--- src/design/acc_pkg.sv ---
// Notes on behaviour
// RULE_01 - Result readable in control and mirror register
// RULE_02 - Pin driven needs output enable, direction, enable
// RULE_03 - Output enable overrides port latch, ignores enable
// RULE_04 - Internal result registered each cycle
// RULE_05 - Result high when positive input exceeds; polarity inverts
// RULE_06 - Speed select resets to one, normal speed
// RULE_07 - Hysteresis applied only while its bit set
// RULE_08 - Result offered as timer-1 gate source
// RULE_09 - Software should enable timer synchronisation
// RULE_10 - Sync mode captures on timer-1 clock falling edge
// RULE_11 - Sync capture uses the prescaled timer clock
// RULE_12 - Rising and falling edges set flag when enabled
// RULE_13 - Flag cleared by software only; set wins
// RULE_14 - Interrupt needs enable and all interrupt enables
// RULE_15 - Polarity or enable toggles can set flag
// RULE_16 - Two-bit select routes four positive sources
// RULE_17 - Disabled comparator disconnects all inputs
// RULE_18 - One bit selects between two negative pins
// RULE_19 - Output indeterminate for response time after changes
// RULE_20 - Software checks output after first initialisation
// RULE_21 - Result feeds PWM auto-shutdown logic
// RULE_22 - Port reads return zero for analog pins
// RULE_23 - Codes 10 reference, 01 DAC, 00 pin
// RULE_24 - Negative select one picks second pin
// RULE_25 - Enable bit starts comparator; clear saves power
// RULE_26 - Positive select code 11 selects ground
package acc_pkg;

  // Register byte addresses on the APB bus.
  localparam logic [7:0] ADDR_CONTROL_A = 8'h00;
  localparam logic [7:0] ADDR_CONTROL_B = 8'h04;
  localparam logic [7:0] ADDR_OUTPUT    = 8'h08;
  localparam logic [7:0] ADDR_FLAG      = 8'h0c;
  localparam logic [7:0] ADDR_IRQ_EN    = 8'h10;
  localparam logic [7:0] ADDR_PORT_LAT  = 8'h14;
  localparam logic [7:0] ADDR_PORT_DIR  = 8'h18;
  localparam logic [7:0] ADDR_PORT_ANA  = 8'h1c;
  localparam logic [7:0] ADDR_PORT_READ = 8'h20;

  // Field positions of control register A.
  localparam int CA_ENABLE = 7;
  localparam int CA_RESULT = 6;
  localparam int CA_PIN_OE = 5;
  localparam int CA_INVERT = 4;
  localparam int CA_SPEED  = 2;
  localparam int CA_HYST   = 1;
  localparam int CA_SYNC   = 0;

  // Field positions of control register B.
  localparam int CB_RISE_EN = 7;
  localparam int CB_FALL_EN = 6;
  localparam int CB_POS_LO  = 4;
  localparam int CB_NEG_SEL = 0;

  // Field positions of the output, flag and enable registers.
  localparam int OUT_MIRROR  = 0;
  localparam int OUT_SETTLE  = 1;
  localparam int FLAG_CMP    = 0;
  localparam int IEN_CMP     = 0;
  localparam int IEN_PERIPH  = 1;
  localparam int IEN_GLOBAL  = 2;

  // Reset values of the writable registers.
  localparam logic [7:0] RST_CONTROL_A = 8'h04;
  localparam logic [7:0] RST_CONTROL_B = 8'h00;
  localparam logic [5:0] RST_PORT_LAT  = 6'h00;
  localparam logic [5:0] RST_PORT_DIR  = 6'h3f;
  localparam logic [5:0] RST_PORT_ANA  = 6'h3f;

  // Port geometry and the pin that carries the comparator output.
  localparam int PORT_W      = 6;
  localparam int CMP_PIN_IDX = 2;

  // Positive input select codes.
  localparam logic [1:0] POS_PIN    = 2'h0;
  localparam logic [1:0] POS_DAC    = 2'h1;
  localparam logic [1:0] POS_FIXED  = 2'h2;
  localparam logic [1:0] POS_GROUND = 2'h3;

  // Response interval after any input or reference change.
  localparam int CLK_PERIOD_NS    = 50;
  localparam int RESPONSE_TIME_NS = 1000;
  localparam int RESPONSE_CYCLES  = (RESPONSE_TIME_NS + CLK_PERIOD_NS - 1) / CLK_PERIOD_NS;

  // Controls handed to the analog comparator core.
  typedef struct packed {
    logic       connect;
    logic [1:0] pos_input_select;
    logic       neg_input_select;
    logic       speed_select;
    logic       hysteresis_enable;
  } acc_analog_ctrl_t;

  // Digital result outputs towards timer 1 and the PWM unit.
  typedef struct packed {
    logic timer_gate;
    logic pwm_shutdown;
  } acc_result_out_t;

endpackage

--- src/design/acc_comparator_control.sv ---
`timescale 1ns/100ps
// Digital control around one analog comparator, reached over APB.
module acc_comparator_control (
  // Clock and reset.
  input  wire logic                          clk_sys,
  input  wire logic                          rst,
  // APB slave.
  input  wire logic                          psel,
  input  wire logic                          penable,
  input  wire logic                          pwrite,
  input  wire logic [7:0]                    paddr,
  input  wire logic [31:0]                   pwdata,
  output logic      [31:0]                   prdata,
  output logic                               pready,
  output logic                               pslverr,
  // Analog comparator core.
  input  wire logic                          cmp_raw,
  output acc_pkg::acc_analog_ctrl_t          analog_ctrl,
  // Timer 1 prescaled clock and result consumers.
  input  wire logic                          t1_clk_prescaled,
  output acc_pkg::acc_result_out_t           result_out,
  // Port pins.
  input  wire logic [acc_pkg::PORT_W-1:0]    pin_in,
  output logic      [acc_pkg::PORT_W-1:0]    pin_out,
  output logic      [acc_pkg::PORT_W-1:0]    pin_oe,
  // Processor interrupt request.
  output logic                               cmp_irq
);

  // Writable control state.
  logic [7:0]                 control_a;      // Enable, pin, polarity, speed, hysteresis, sync.
  logic [7:0]                 control_b;      // Edge enables and input selects.
  logic [2:0]                 irq_en;         // Comparator, peripheral and global enables.
  logic [acc_pkg::PORT_W-1:0] port_latch;     // Port data latch.
  logic [acc_pkg::PORT_W-1:0] pin_direction;  // One means input.
  logic [acc_pkg::PORT_W-1:0] analog_select;  // One means analog input.

  // Comparator result path.
  logic cmp_result;       // Registered polarity-corrected result.
  logic cmp_result_prev;  // Previous result for edge detection.
  logic sync_capture;     // Result captured on timer clock falling edge.
  logic t1_clk_prev;      // Previous synchronised timer clock.
  logic cmp_irq_flag;     // Sticky interrupt flag.
  logic [7:0] settle_cnt; // Remaining response interval cycles.
  logic [31:0] next_prdata;

  // Synchronised views of asynchronous inputs.
  logic [acc_pkg::PORT_W+1:0] sync_bus;
  logic                       raw_s;
  logic                       t1_clk_s;
  logic [acc_pkg::PORT_W-1:0] pin_s;

  // Named control fields.
  wire cmp_enable            = control_a[acc_pkg::CA_ENABLE];
  wire cmp_pin_output_enable = control_a[acc_pkg::CA_PIN_OE];
  wire cmp_invert            = control_a[acc_pkg::CA_INVERT];
  wire cmp_speed_select      = control_a[acc_pkg::CA_SPEED];
  wire cmp_hysteresis_enable = control_a[acc_pkg::CA_HYST];
  wire cmp_sync_to_timer     = control_a[acc_pkg::CA_SYNC];

  // Edge enables and selects.
  wire cmp_rise_irq_enable   = control_b[acc_pkg::CB_RISE_EN];
  wire cmp_fall_irq_enable   = control_b[acc_pkg::CB_FALL_EN];
  wire [1:0] pos_input_select = control_b[acc_pkg::CB_POS_LO +: 2];
  wire neg_input_select      = control_b[acc_pkg::CB_NEG_SEL];

  // Interrupt enable chain.
  wire cmp_irq_enable        = irq_en[acc_pkg::IEN_CMP];
  wire peripheral_irq_enable = irq_en[acc_pkg::IEN_PERIPH];
  wire global_irq_enable     = irq_en[acc_pkg::IEN_GLOBAL];

  // Bring the comparator, timer clock and pins into this domain.
  acc_sync2 #(
    .WIDTH (acc_pkg::PORT_W + 2)
  ) u_sync (
    .clk_sys  (clk_sys),
    .rst      (rst),
    .async_in ({pin_in, t1_clk_prescaled, cmp_raw}),
    .sync_out (sync_bus)
  );
  assign raw_s    = sync_bus[0];
  assign t1_clk_s = sync_bus[1];
  assign pin_s    = sync_bus[acc_pkg::PORT_W+1:2];

  // APB decode; every access completes with no wait state.
  wire setup_ph  = psel && !penable;
  wire access_ph = psel && penable;
  wire wr_en     = access_ph && pwrite;
  wire wr_ctl_a  = wr_en && (paddr == acc_pkg::ADDR_CONTROL_A);
  wire wr_ctl_b  = wr_en && (paddr == acc_pkg::ADDR_CONTROL_B);
  wire wr_flag   = wr_en && (paddr == acc_pkg::ADDR_FLAG);
  wire wr_irq_en = wr_en && (paddr == acc_pkg::ADDR_IRQ_EN);
  wire wr_lat    = wr_en && (paddr == acc_pkg::ADDR_PORT_LAT);
  wire wr_dir    = wr_en && (paddr == acc_pkg::ADDR_PORT_DIR);
  wire wr_ana    = wr_en && (paddr == acc_pkg::ADDR_PORT_ANA);

  // Reports whether an address names one of the registers.
  function automatic logic addr_mapped(input logic [7:0] a);
    addr_mapped = (a == acc_pkg::ADDR_CONTROL_A) || (a == acc_pkg::ADDR_CONTROL_B) ||
                  (a == acc_pkg::ADDR_OUTPUT)    || (a == acc_pkg::ADDR_FLAG)      ||
                  (a == acc_pkg::ADDR_IRQ_EN)    || (a == acc_pkg::ADDR_PORT_LAT)  ||
                  (a == acc_pkg::ADDR_PORT_DIR)  || (a == acc_pkg::ADDR_PORT_ANA)  ||
                  (a == acc_pkg::ADDR_PORT_READ);
  endfunction

  assign pready  = 1'b1;
  assign pslverr = access_ph && !addr_mapped(paddr);

  // Result of the compare before the cycle register. A disabled comparator gives a
  // low core level, so polarity or enable toggles still produce edges.
  wire next_result = (cmp_enable & raw_s) ^ cmp_invert; // RULE_05 RULE_15 RULE_25

  // Edges of the registered result and the flag clear request.
  wire rise_edge  = cmp_result & ~cmp_result_prev; // RULE_12
  wire fall_edge  = ~cmp_result & cmp_result_prev; // RULE_12
  wire edge_hit   = (rise_edge & cmp_rise_irq_enable) | (fall_edge & cmp_fall_irq_enable);
  wire flag_clear = wr_flag && pwdata[acc_pkg::FLAG_CMP];
  wire t1_fall    = t1_clk_prev & ~t1_clk_s; // RULE_10 RULE_11

  // External result: latched on the timer clock falling edge only in sync mode.
  wire ext_result = cmp_sync_to_timer ? sync_capture : cmp_result; // RULE_04 RULE_10

  // Any change of selection, enable or hysteresis restarts the response interval.
  wire sel_change = (wr_ctl_b && (pwdata[5:0] != control_b[5:0] ||
                                  pwdata[7:6] != control_b[7:6])) ||
                    (wr_ctl_a && (pwdata[acc_pkg::CA_ENABLE] != cmp_enable ||
                                  pwdata[acc_pkg::CA_HYST] != cmp_hysteresis_enable));

  // Register file writes; reserved bits stay zero.
  always_ff @(posedge clk_sys or posedge rst) begin
    if (rst) begin
      control_a     <= acc_pkg::RST_CONTROL_A; // RULE_06
      control_b     <= acc_pkg::RST_CONTROL_B;
      irq_en        <= 3'h0;
      port_latch    <= acc_pkg::RST_PORT_LAT;
      pin_direction <= acc_pkg::RST_PORT_DIR;
      analog_select <= acc_pkg::RST_PORT_ANA;
    end else begin
      if (wr_ctl_a) begin
        control_a <= pwdata[7:0] & 8'hb7;
      end
      if (wr_ctl_b) begin
        control_b <= pwdata[7:0] & 8'hf1;
      end
      if (wr_irq_en) begin
        irq_en <= pwdata[2:0];
      end
      if (wr_lat) begin
        port_latch <= pwdata[acc_pkg::PORT_W-1:0];
      end
      if (wr_dir) begin
        pin_direction <= pwdata[acc_pkg::PORT_W-1:0];
      end
      if (wr_ana) begin
        analog_select <= pwdata[acc_pkg::PORT_W-1:0];
      end
    end
  end

  // Result registered once per instruction cycle, plus edge history.
  always_ff @(posedge clk_sys or posedge rst) begin
    if (rst) begin
      cmp_result      <= 1'b0;
      cmp_result_prev <= 1'b0;
    end else begin
      cmp_result      <= next_result; // RULE_04
      cmp_result_prev <= cmp_result;
    end
  end

  // Timer clock edge capture; the falling edge latches so timer counting on
  // the rising edge never races with a changing result.
  always_ff @(posedge clk_sys or posedge rst) begin
    if (rst) begin
      t1_clk_prev  <= 1'b0;
      sync_capture <= 1'b0;
    end else begin
      t1_clk_prev <= t1_clk_s;
      if (t1_fall) begin
        sync_capture <= cmp_result; // RULE_10 RULE_11
      end
    end
  end

  // Sticky flag: an edge in the clearing cycle wins over the clear.
  always_ff @(posedge clk_sys or posedge rst) begin
    if (rst) begin
      cmp_irq_flag <= 1'b0;
    end else if (edge_hit) begin
      cmp_irq_flag <= 1'b1; // RULE_12 RULE_13
    end else if (flag_clear) begin
      // Cleared only by a software write.
      cmp_irq_flag <= 1'b0; // RULE_13
    end
  end

  // Response interval counter; software sees it as a settling status bit.
  always_ff @(posedge clk_sys or posedge rst) begin
    if (rst) begin
      settle_cnt <= 8'h00;
    end else if (sel_change) begin
      settle_cnt <= 8'(acc_pkg::RESPONSE_CYCLES); // RULE_19
    end else if (settle_cnt != 8'h00) begin
      // Count down, then hold at zero.
      settle_cnt <= settle_cnt - 8'h01;
    end
  end

  // Read data is fetched in the setup phase so it stands during access.
  always_comb begin
    next_prdata = 32'h0000_0000;
    unique case (paddr)
      acc_pkg::ADDR_CONTROL_A: begin
        next_prdata[7:0] = control_a;
        next_prdata[acc_pkg::CA_RESULT] = cmp_result; // RULE_01
      end
      acc_pkg::ADDR_CONTROL_B: next_prdata[7:0] = control_b;
      acc_pkg::ADDR_OUTPUT: begin
        next_prdata[acc_pkg::OUT_MIRROR] = cmp_result; // RULE_01
        next_prdata[acc_pkg::OUT_SETTLE] = (settle_cnt != 8'h00); // RULE_19
      end
      acc_pkg::ADDR_FLAG:      next_prdata[acc_pkg::FLAG_CMP] = cmp_irq_flag;
      acc_pkg::ADDR_IRQ_EN:    next_prdata[2:0] = irq_en;
      acc_pkg::ADDR_PORT_LAT:  next_prdata[acc_pkg::PORT_W-1:0] = port_latch;
      acc_pkg::ADDR_PORT_DIR:  next_prdata[acc_pkg::PORT_W-1:0] = pin_direction;
      acc_pkg::ADDR_PORT_ANA:  next_prdata[acc_pkg::PORT_W-1:0] = analog_select;
      acc_pkg::ADDR_PORT_READ: next_prdata[acc_pkg::PORT_W-1:0] = pin_s & ~analog_select; // RULE_22
      default:                 next_prdata = 32'h0000_0000;
    endcase
  end

  // Read data register.
  always_ff @(posedge clk_sys or posedge rst) begin
    if (rst) begin
      prdata <= 32'h0000_0000;
    end else if (setup_ph && !pwrite) begin
      prdata <= next_prdata;
    end
  end

  // Analog core controls; a disabled comparator has every input cut off.
  assign analog_ctrl.connect           = cmp_enable; // RULE_17 RULE_25
  assign analog_ctrl.pos_input_select  = pos_input_select; // RULE_16 RULE_23 RULE_26
  assign analog_ctrl.neg_input_select  = neg_input_select; // RULE_18 RULE_24
  assign analog_ctrl.speed_select      = cmp_speed_select; // RULE_06
  assign analog_ctrl.hysteresis_enable = cmp_hysteresis_enable; // RULE_07

  // Results for the timer gate and PWM shutdown.
  assign result_out.timer_gate   = ext_result; // RULE_08 RULE_10
  assign result_out.pwm_shutdown = cmp_result; // RULE_21

  // Port drivers: the comparator pin swaps in the result when its output enable is
  // set; in that mode its driver only turns on with the comparator enabled.
  genvar gi;
  generate
    for (gi = 0; gi < acc_pkg::PORT_W; gi++) begin : g_pin
      if (gi == acc_pkg::CMP_PIN_IDX) begin : g_cmp
        assign pin_out[gi] = cmp_pin_output_enable ? ext_result : port_latch[gi]; // RULE_03
        assign pin_oe[gi]  = !pin_direction[gi] &&
                             (!cmp_pin_output_enable || cmp_enable); // RULE_02
      end else begin : g_plain
        // Other pins follow latch and direction.
        assign pin_out[gi] = port_latch[gi];
        assign pin_oe[gi]  = !pin_direction[gi];
      end
    end
  endgenerate

  // Interrupt request needs every enable in the chain.
  assign cmp_irq = cmp_irq_flag && cmp_enable && cmp_irq_enable && peripheral_irq_enable &&
                   global_irq_enable && (cmp_rise_irq_enable || cmp_fall_irq_enable); // RULE_14

  // Checks on the block's outputs and internal state.
  AST_MIRROR_READ: assert property (@(posedge clk_sys) disable iff (rst) // RULE_01
    (setup_ph && !pwrite && paddr == acc_pkg::ADDR_OUTPUT)
      |=> prdata[acc_pkg::OUT_MIRROR] == $past(cmp_result))
    else $error("Mirror read does not show the result.");

  AST_PIN_DRIVE: assert property (@(posedge clk_sys) disable iff (rst) // RULE_02
    (cmp_pin_output_enable && pin_oe[acc_pkg::CMP_PIN_IDX])
      |-> (cmp_enable && !pin_direction[acc_pkg::CMP_PIN_IDX]))
    else $error("Comparator pin driven without all conditions.");

  AST_PIN_OVERRIDE: assert property (@(posedge clk_sys) disable iff (rst) // RULE_03
    cmp_pin_output_enable |-> pin_out[acc_pkg::CMP_PIN_IDX] == ext_result)
    else $error("Comparator pin not overriding latch.");

  AST_POLARITY: assert property (@(posedge clk_sys) disable iff (rst) // RULE_05
    ##1 cmp_result == ($past(cmp_enable & raw_s) ^ $past(cmp_invert)))
    else $error("Result polarity wrong.");

  AST_SYNC_HOLD: assert property (@(posedge clk_sys) disable iff (rst) // RULE_10
    (cmp_sync_to_timer && !t1_fall) ##1 cmp_sync_to_timer |-> $stable(result_out.timer_gate))
    else $error("Synchronised result changed without timer falling edge.");

  AST_FLAG_SET: assert property (@(posedge clk_sys) disable iff (rst) // RULE_12
    edge_hit |=> cmp_irq_flag)
    else $error("Enabled edge did not set flag.");

  AST_FLAG_STICKY: assert property (@(posedge clk_sys) disable iff (rst) // RULE_13
    (cmp_irq_flag && !flag_clear) |=> cmp_irq_flag)
    else $error("Flag dropped without software clear.");

  AST_IRQ_GATE: assert property (@(posedge clk_sys) disable iff (rst) // RULE_14
    cmp_irq |-> (cmp_irq_flag && cmp_enable && global_irq_enable && peripheral_irq_enable))
    else $error("Interrupt raised with an enable clear.");

  AST_DISCONNECT: assert property (@(posedge clk_sys) disable iff (rst) // RULE_17
    $fell(cmp_enable) |-> !analog_ctrl.connect ##1 settle_cnt != 8'h00)
    else $error("Disabled comparator left inputs connected.");

  AST_PORT_ANALOG: assert property (@(posedge clk_sys) disable iff (rst) // RULE_22
    (setup_ph && !pwrite && paddr == acc_pkg::ADDR_PORT_READ)
      |=> (prdata[acc_pkg::PORT_W-1:0] & $past(analog_select)) == '0)
    else $error("Analog pin read as nonzero.");

  AST_SETTLE_START: assert property (@(posedge clk_sys) disable iff (rst) // RULE_19
    sel_change |=> settle_cnt == 8'(acc_pkg::RESPONSE_CYCLES))
    else $error("Response interval did not restart.");

  // Main scenarios worth seeing.
  COV_RISE_FLAG: cover property (@(posedge clk_sys) disable iff (rst)
    rise_edge && cmp_rise_irq_enable ##1 cmp_irq);
  COV_SET_WINS: cover property (@(posedge clk_sys) disable iff (rst)
    edge_hit && flag_clear);
  COV_SYNC_CAPTURE: cover property (@(posedge clk_sys) disable iff (rst)
    cmp_sync_to_timer && t1_fall ##1 $changed(sync_capture));
  COV_SETTLE: cover property (@(posedge clk_sys) disable iff (rst)
    sel_change ##1 settle_cnt != 8'h00);

endmodule // acc_comparator_control

--- src/design/acc_sync2.sv ---
`timescale 1ns/100ps
// Two-flop synchroniser for levels arriving from outside the clock domain.
module acc_sync2 #(
  parameter int WIDTH = 1
) (
  // Clock and reset.
  input  wire logic             clk_sys,
  input  wire logic             rst,
  // Asynchronous level in, synchronised level out.
  input  wire logic [WIDTH-1:0] async_in,
  output logic      [WIDTH-1:0] sync_out
);

  // First stage; only the second stage reads it.
  logic [WIDTH-1:0] stage_one;

  // Both stages clear on reset so no metastable level leaks out early.
  always_ff @(posedge clk_sys or posedge rst) begin
    if (rst) begin
      stage_one <= '0;
      sync_out  <= '0;
    end else begin
      stage_one <= async_in;
      sync_out  <= stage_one;
    end
  end

endmodule // acc_sync2

--- config.mk ---
export PLATFORM = sky130hd
export DESIGN_NAME = acc_comparator_control
export DESIGN_NICKNAME = d
export VERILOG_FILES = /design/src/design/acc_pkg.sv /design/src/design/acc_comparator_control.sv /design/src/design/acc_sync2.sv
export SDC_FILE = /design/constraint.sdc
export NUM_CORES = 1
export LEC_CHECK = 0
export ABC_CLOCK_PERIOD_IN_PS = 3400
export BUFFER_PORTS_ARGS = -buffer_cell sky130_fd_sc_hd__buf_2
export CAP_MARGIN = 20
export CORE_UTILIZATION = 45
export DETAILED_ROUTE_END_ITERATION = 8
export PLACE_DENSITY_LB_ADDON = 0.12
export RECOVER_POWER = 100
export SLEW_MARGIN = 0
export SYNTH_ARGS = -nofsm -noshare
export SYNTH_HDL_FRONTEND = slang
export SYNTH_SLANG_ARGS = --single-unit
export TNS_END_PERCENT = 10
--- constraint.sdc ---
create_clock -name clk_sys -period 3.4 [get_ports clk_sys]
set_input_delay 0.34 -clock clk_sys [delete_from_list [all_inputs] [get_ports clk_sys]]
set_output_delay 0.34 -clock clk_sys [all_outputs]
set_load 0.03 [all_outputs]
==> impl_metrics.toml <==
[yosys]
synth_cell_types = 50
async_flop_share_pct = 100
synth_flop_cell = "dfrtp_1"
synth.most_common_cell = "dfrtp_1"
synth_cells = 320
synth.top_cells.by_area = "dfrtp_1 (39%), dfstp_2 (9.6%), mux2_2 (9.2%)"
ys_seq_area_share_pct = 48.9
synth.ff_latch_count = 69
synth_common_cells = "dfrtp_1 (56), buf_4 (38), mux2_2 (29)"
synth_edf_count = 0
postSynthAreaPerCell_um2 = 11.1
yosys.area.top_type = "dfrtp_1"
synth_top_area_share_pct = 39.3
synth_warnings = 0
synth.cell_area_mm2 = 0.00356

[route]
final_antenna_net_count = 0
drtIter0Drc = 139
detail_route.vias_per_cell = 5.26
first_pass_iters = 4
drc_errors = 0
post_drt_wl_per_cell_um = 16.0
vias = 2513
drt_wl_total_mm = 7.67

[place]
gp_congestion = 0.771
dpl_cell_area_mm2 = 0.00379
hpwl_mm = 5.50
post-place-ws_ps = 1110
dp_cells = 461
portBuffers = 58

[finish]
fin_cells = 478
synthToLayoutAreaGrowth_pct = 9.58
fin_nets = 426
drive_gt1_share_pct = 24.7
stdcell_area_mm2 = 0.00391
multi_input_area_mm2 = 0.00148
seq_area_mm2 = 0.00174
nFillCells = 728
antenna_cells = 0

[timing]
tightest_slew_ps = 1200
clock.fmax_ghz = 0.385
post-route-period-util_pct = 76.5
fin_ws_ps = 800
slew_headroom_pct = 19.7
slew_viol_final = 0
final_hold_viol_count = 0
min_period_ps = 2600
final-setup-viol-count = 0
rsz0062_at_grt = "no"
fin_setup_tns_ps = 0
fin_skew_ps = 8.39

[clock_tree]
numCtsBuffers = 9
ctsResizeCount = 0
cts_buffer_depth = 2
clkTransAtPathRegs_ps = 80
h-tree-depth = 3
cts_tree = "yes"
hold_buffers = 1
insertion_delay_ps = 350
root_buffer = "clkbuf_8"
clock_sinks = 69
post_cts_buffers = 0

[power_and_ir_drop]
p_per_area_mw_per_mm2 = 492
power_leakage_nw = 1.72
peakVddDrop_v = 0.000278
p_total_mw = 1.92

[worst_setup_path]
r2r_start = "settle_cnt[0]"
cp.arrival_ps = 2780
rr_worst_depth = 5
worstSetupStartpoint = "paddr[2]"
criticalPathCategory = "in -> reg"
cp-end-kind = "flop"
r2r_setup_slack_ps = 1380
critPathLaunchType = "primary input"
worstPathMaxFanout = 21
worstSetupEndpoint = "settle_cnt[1]"
cp.required_ps = 3570
r2r-end = "settle_cnt[1]"

[status]
status = "finished, final reports clean"

[die]
initial_core_util_pct = 46.4
io_pins = 108
dieArea_mm2 = 0.00828
core_region_area_mm2 = 0.00769
fp.dieH_um = 91
rows = 32
dieWidth_um = 91

[grt]
grt_usage_pct = 20.2
antenna_found_initial = 0
overflow = 0
grt_max_degree = 44
grt_pass1_vias = 2426
grt_pass1_wl_mm = 12.6

[hold_path]
holdCritPathClass = "in -> reg"

[flow_run]
maxCapViolCount = 0
[critical path, stage by stage]
cell and delay, ps:
clkbuf_1 700, nor3b_1 310, and4_1 410, a21boi_0 840
a2111oi_0 160
[how the worst min path moves through the flow]
stage,startpoint,endpoint,cells after the start
2_1_floorplan,u_sync.stage_one[0],u_sync.sync_out[0],0
3_3_place_gp,rst,u_sync.sync_out[1],2
3_5_place_dp,rst,t1_clk_prev,2
4_1_cts,pin_in[1],u_sync.stage_one[3],1
5_1_grt,t1_clk_prescaled,u_sync.stage_one[1],1
6_report,pin_in[5],u_sync.stage_one[7],1
[metrics by stage]
step,util [%],hold slack [ps]
2_1_floorplan,-,331
3_3_place_gp,49.3,196
3_5_place_dp,49.3,198
4_1_cts,52.0,75.5
5_1_grt,50.8,69.3
6_report,50.8,92.3
[cell type report]
class	instances	share of cell area (%)
clock buffer	10	3.27
sequential	69	44.6
multi-input combinational	211	38.0
timing repair buffer	65	7.59
tap	102	3.27
clock inverter	6	1.83
inverter	15	1.44
[placed cells by master, fill, tap and decap left out, drive strengths merged, types with 6 or more instances in the layout]
cell    Yosys  final
a21oi       8      8
mux2       32     32
o21ai      19     19
xnor2       6      6
nor3        8      8
clkbuf      7     42
nor4        6      6
nand3b      6      6
nand2      12     12
xor2        7      7
nor2       16     16
inv        15     16
dfrtp      56     56
buf        41     32
conb        2     25
dfstp      13     13
[power breakdown]
group / internal [mW] / total (mW) / switching, mW
combinational: 0.115 / 0.305 / 0.190
sequential: 0.889 / 0.952 / 0.0624
clock: 0.344 / 0.664 / 0.320
[registers in the layout, indices dropped and copies added (netlist names), 3 cells and up]
signal / cells
irq_en: 3
prdata: 8
pin_direction: 6
port_latch: 6
control_a: 6
settle_cnt: 8
u_sync.sync_out: 8
control_b: 5
u_sync.stage_one: 8
analog_select: 6
[kinds of logic (layout without fill, tap and decap cells)]
kind of cell	count (synthesis)	count (layout)	synth area share [%]
flops	69	69	48.9
compound gates	52	52	9.62
mux	37	37	12.2
xor+xnor	13	13	3.19
fa+ha+maj	2	2	0.702
simple gates	82	82	14.5
buf+inv	63	96	10.7
other cells	2	25	0.211
[routing by layer]
metal	vias up	GRT usage (%)	share of wire, %	routed length (um)
met5	-	0	0	0
met4	0	6.88	2.1	161
met3	14	5.36	4.9	378
met2	86	31.6	47	3630
met1	1235	27.2	46	3510
li1	1178	-	-	-
Note: power is estimated with default switching activity, not from simulation.
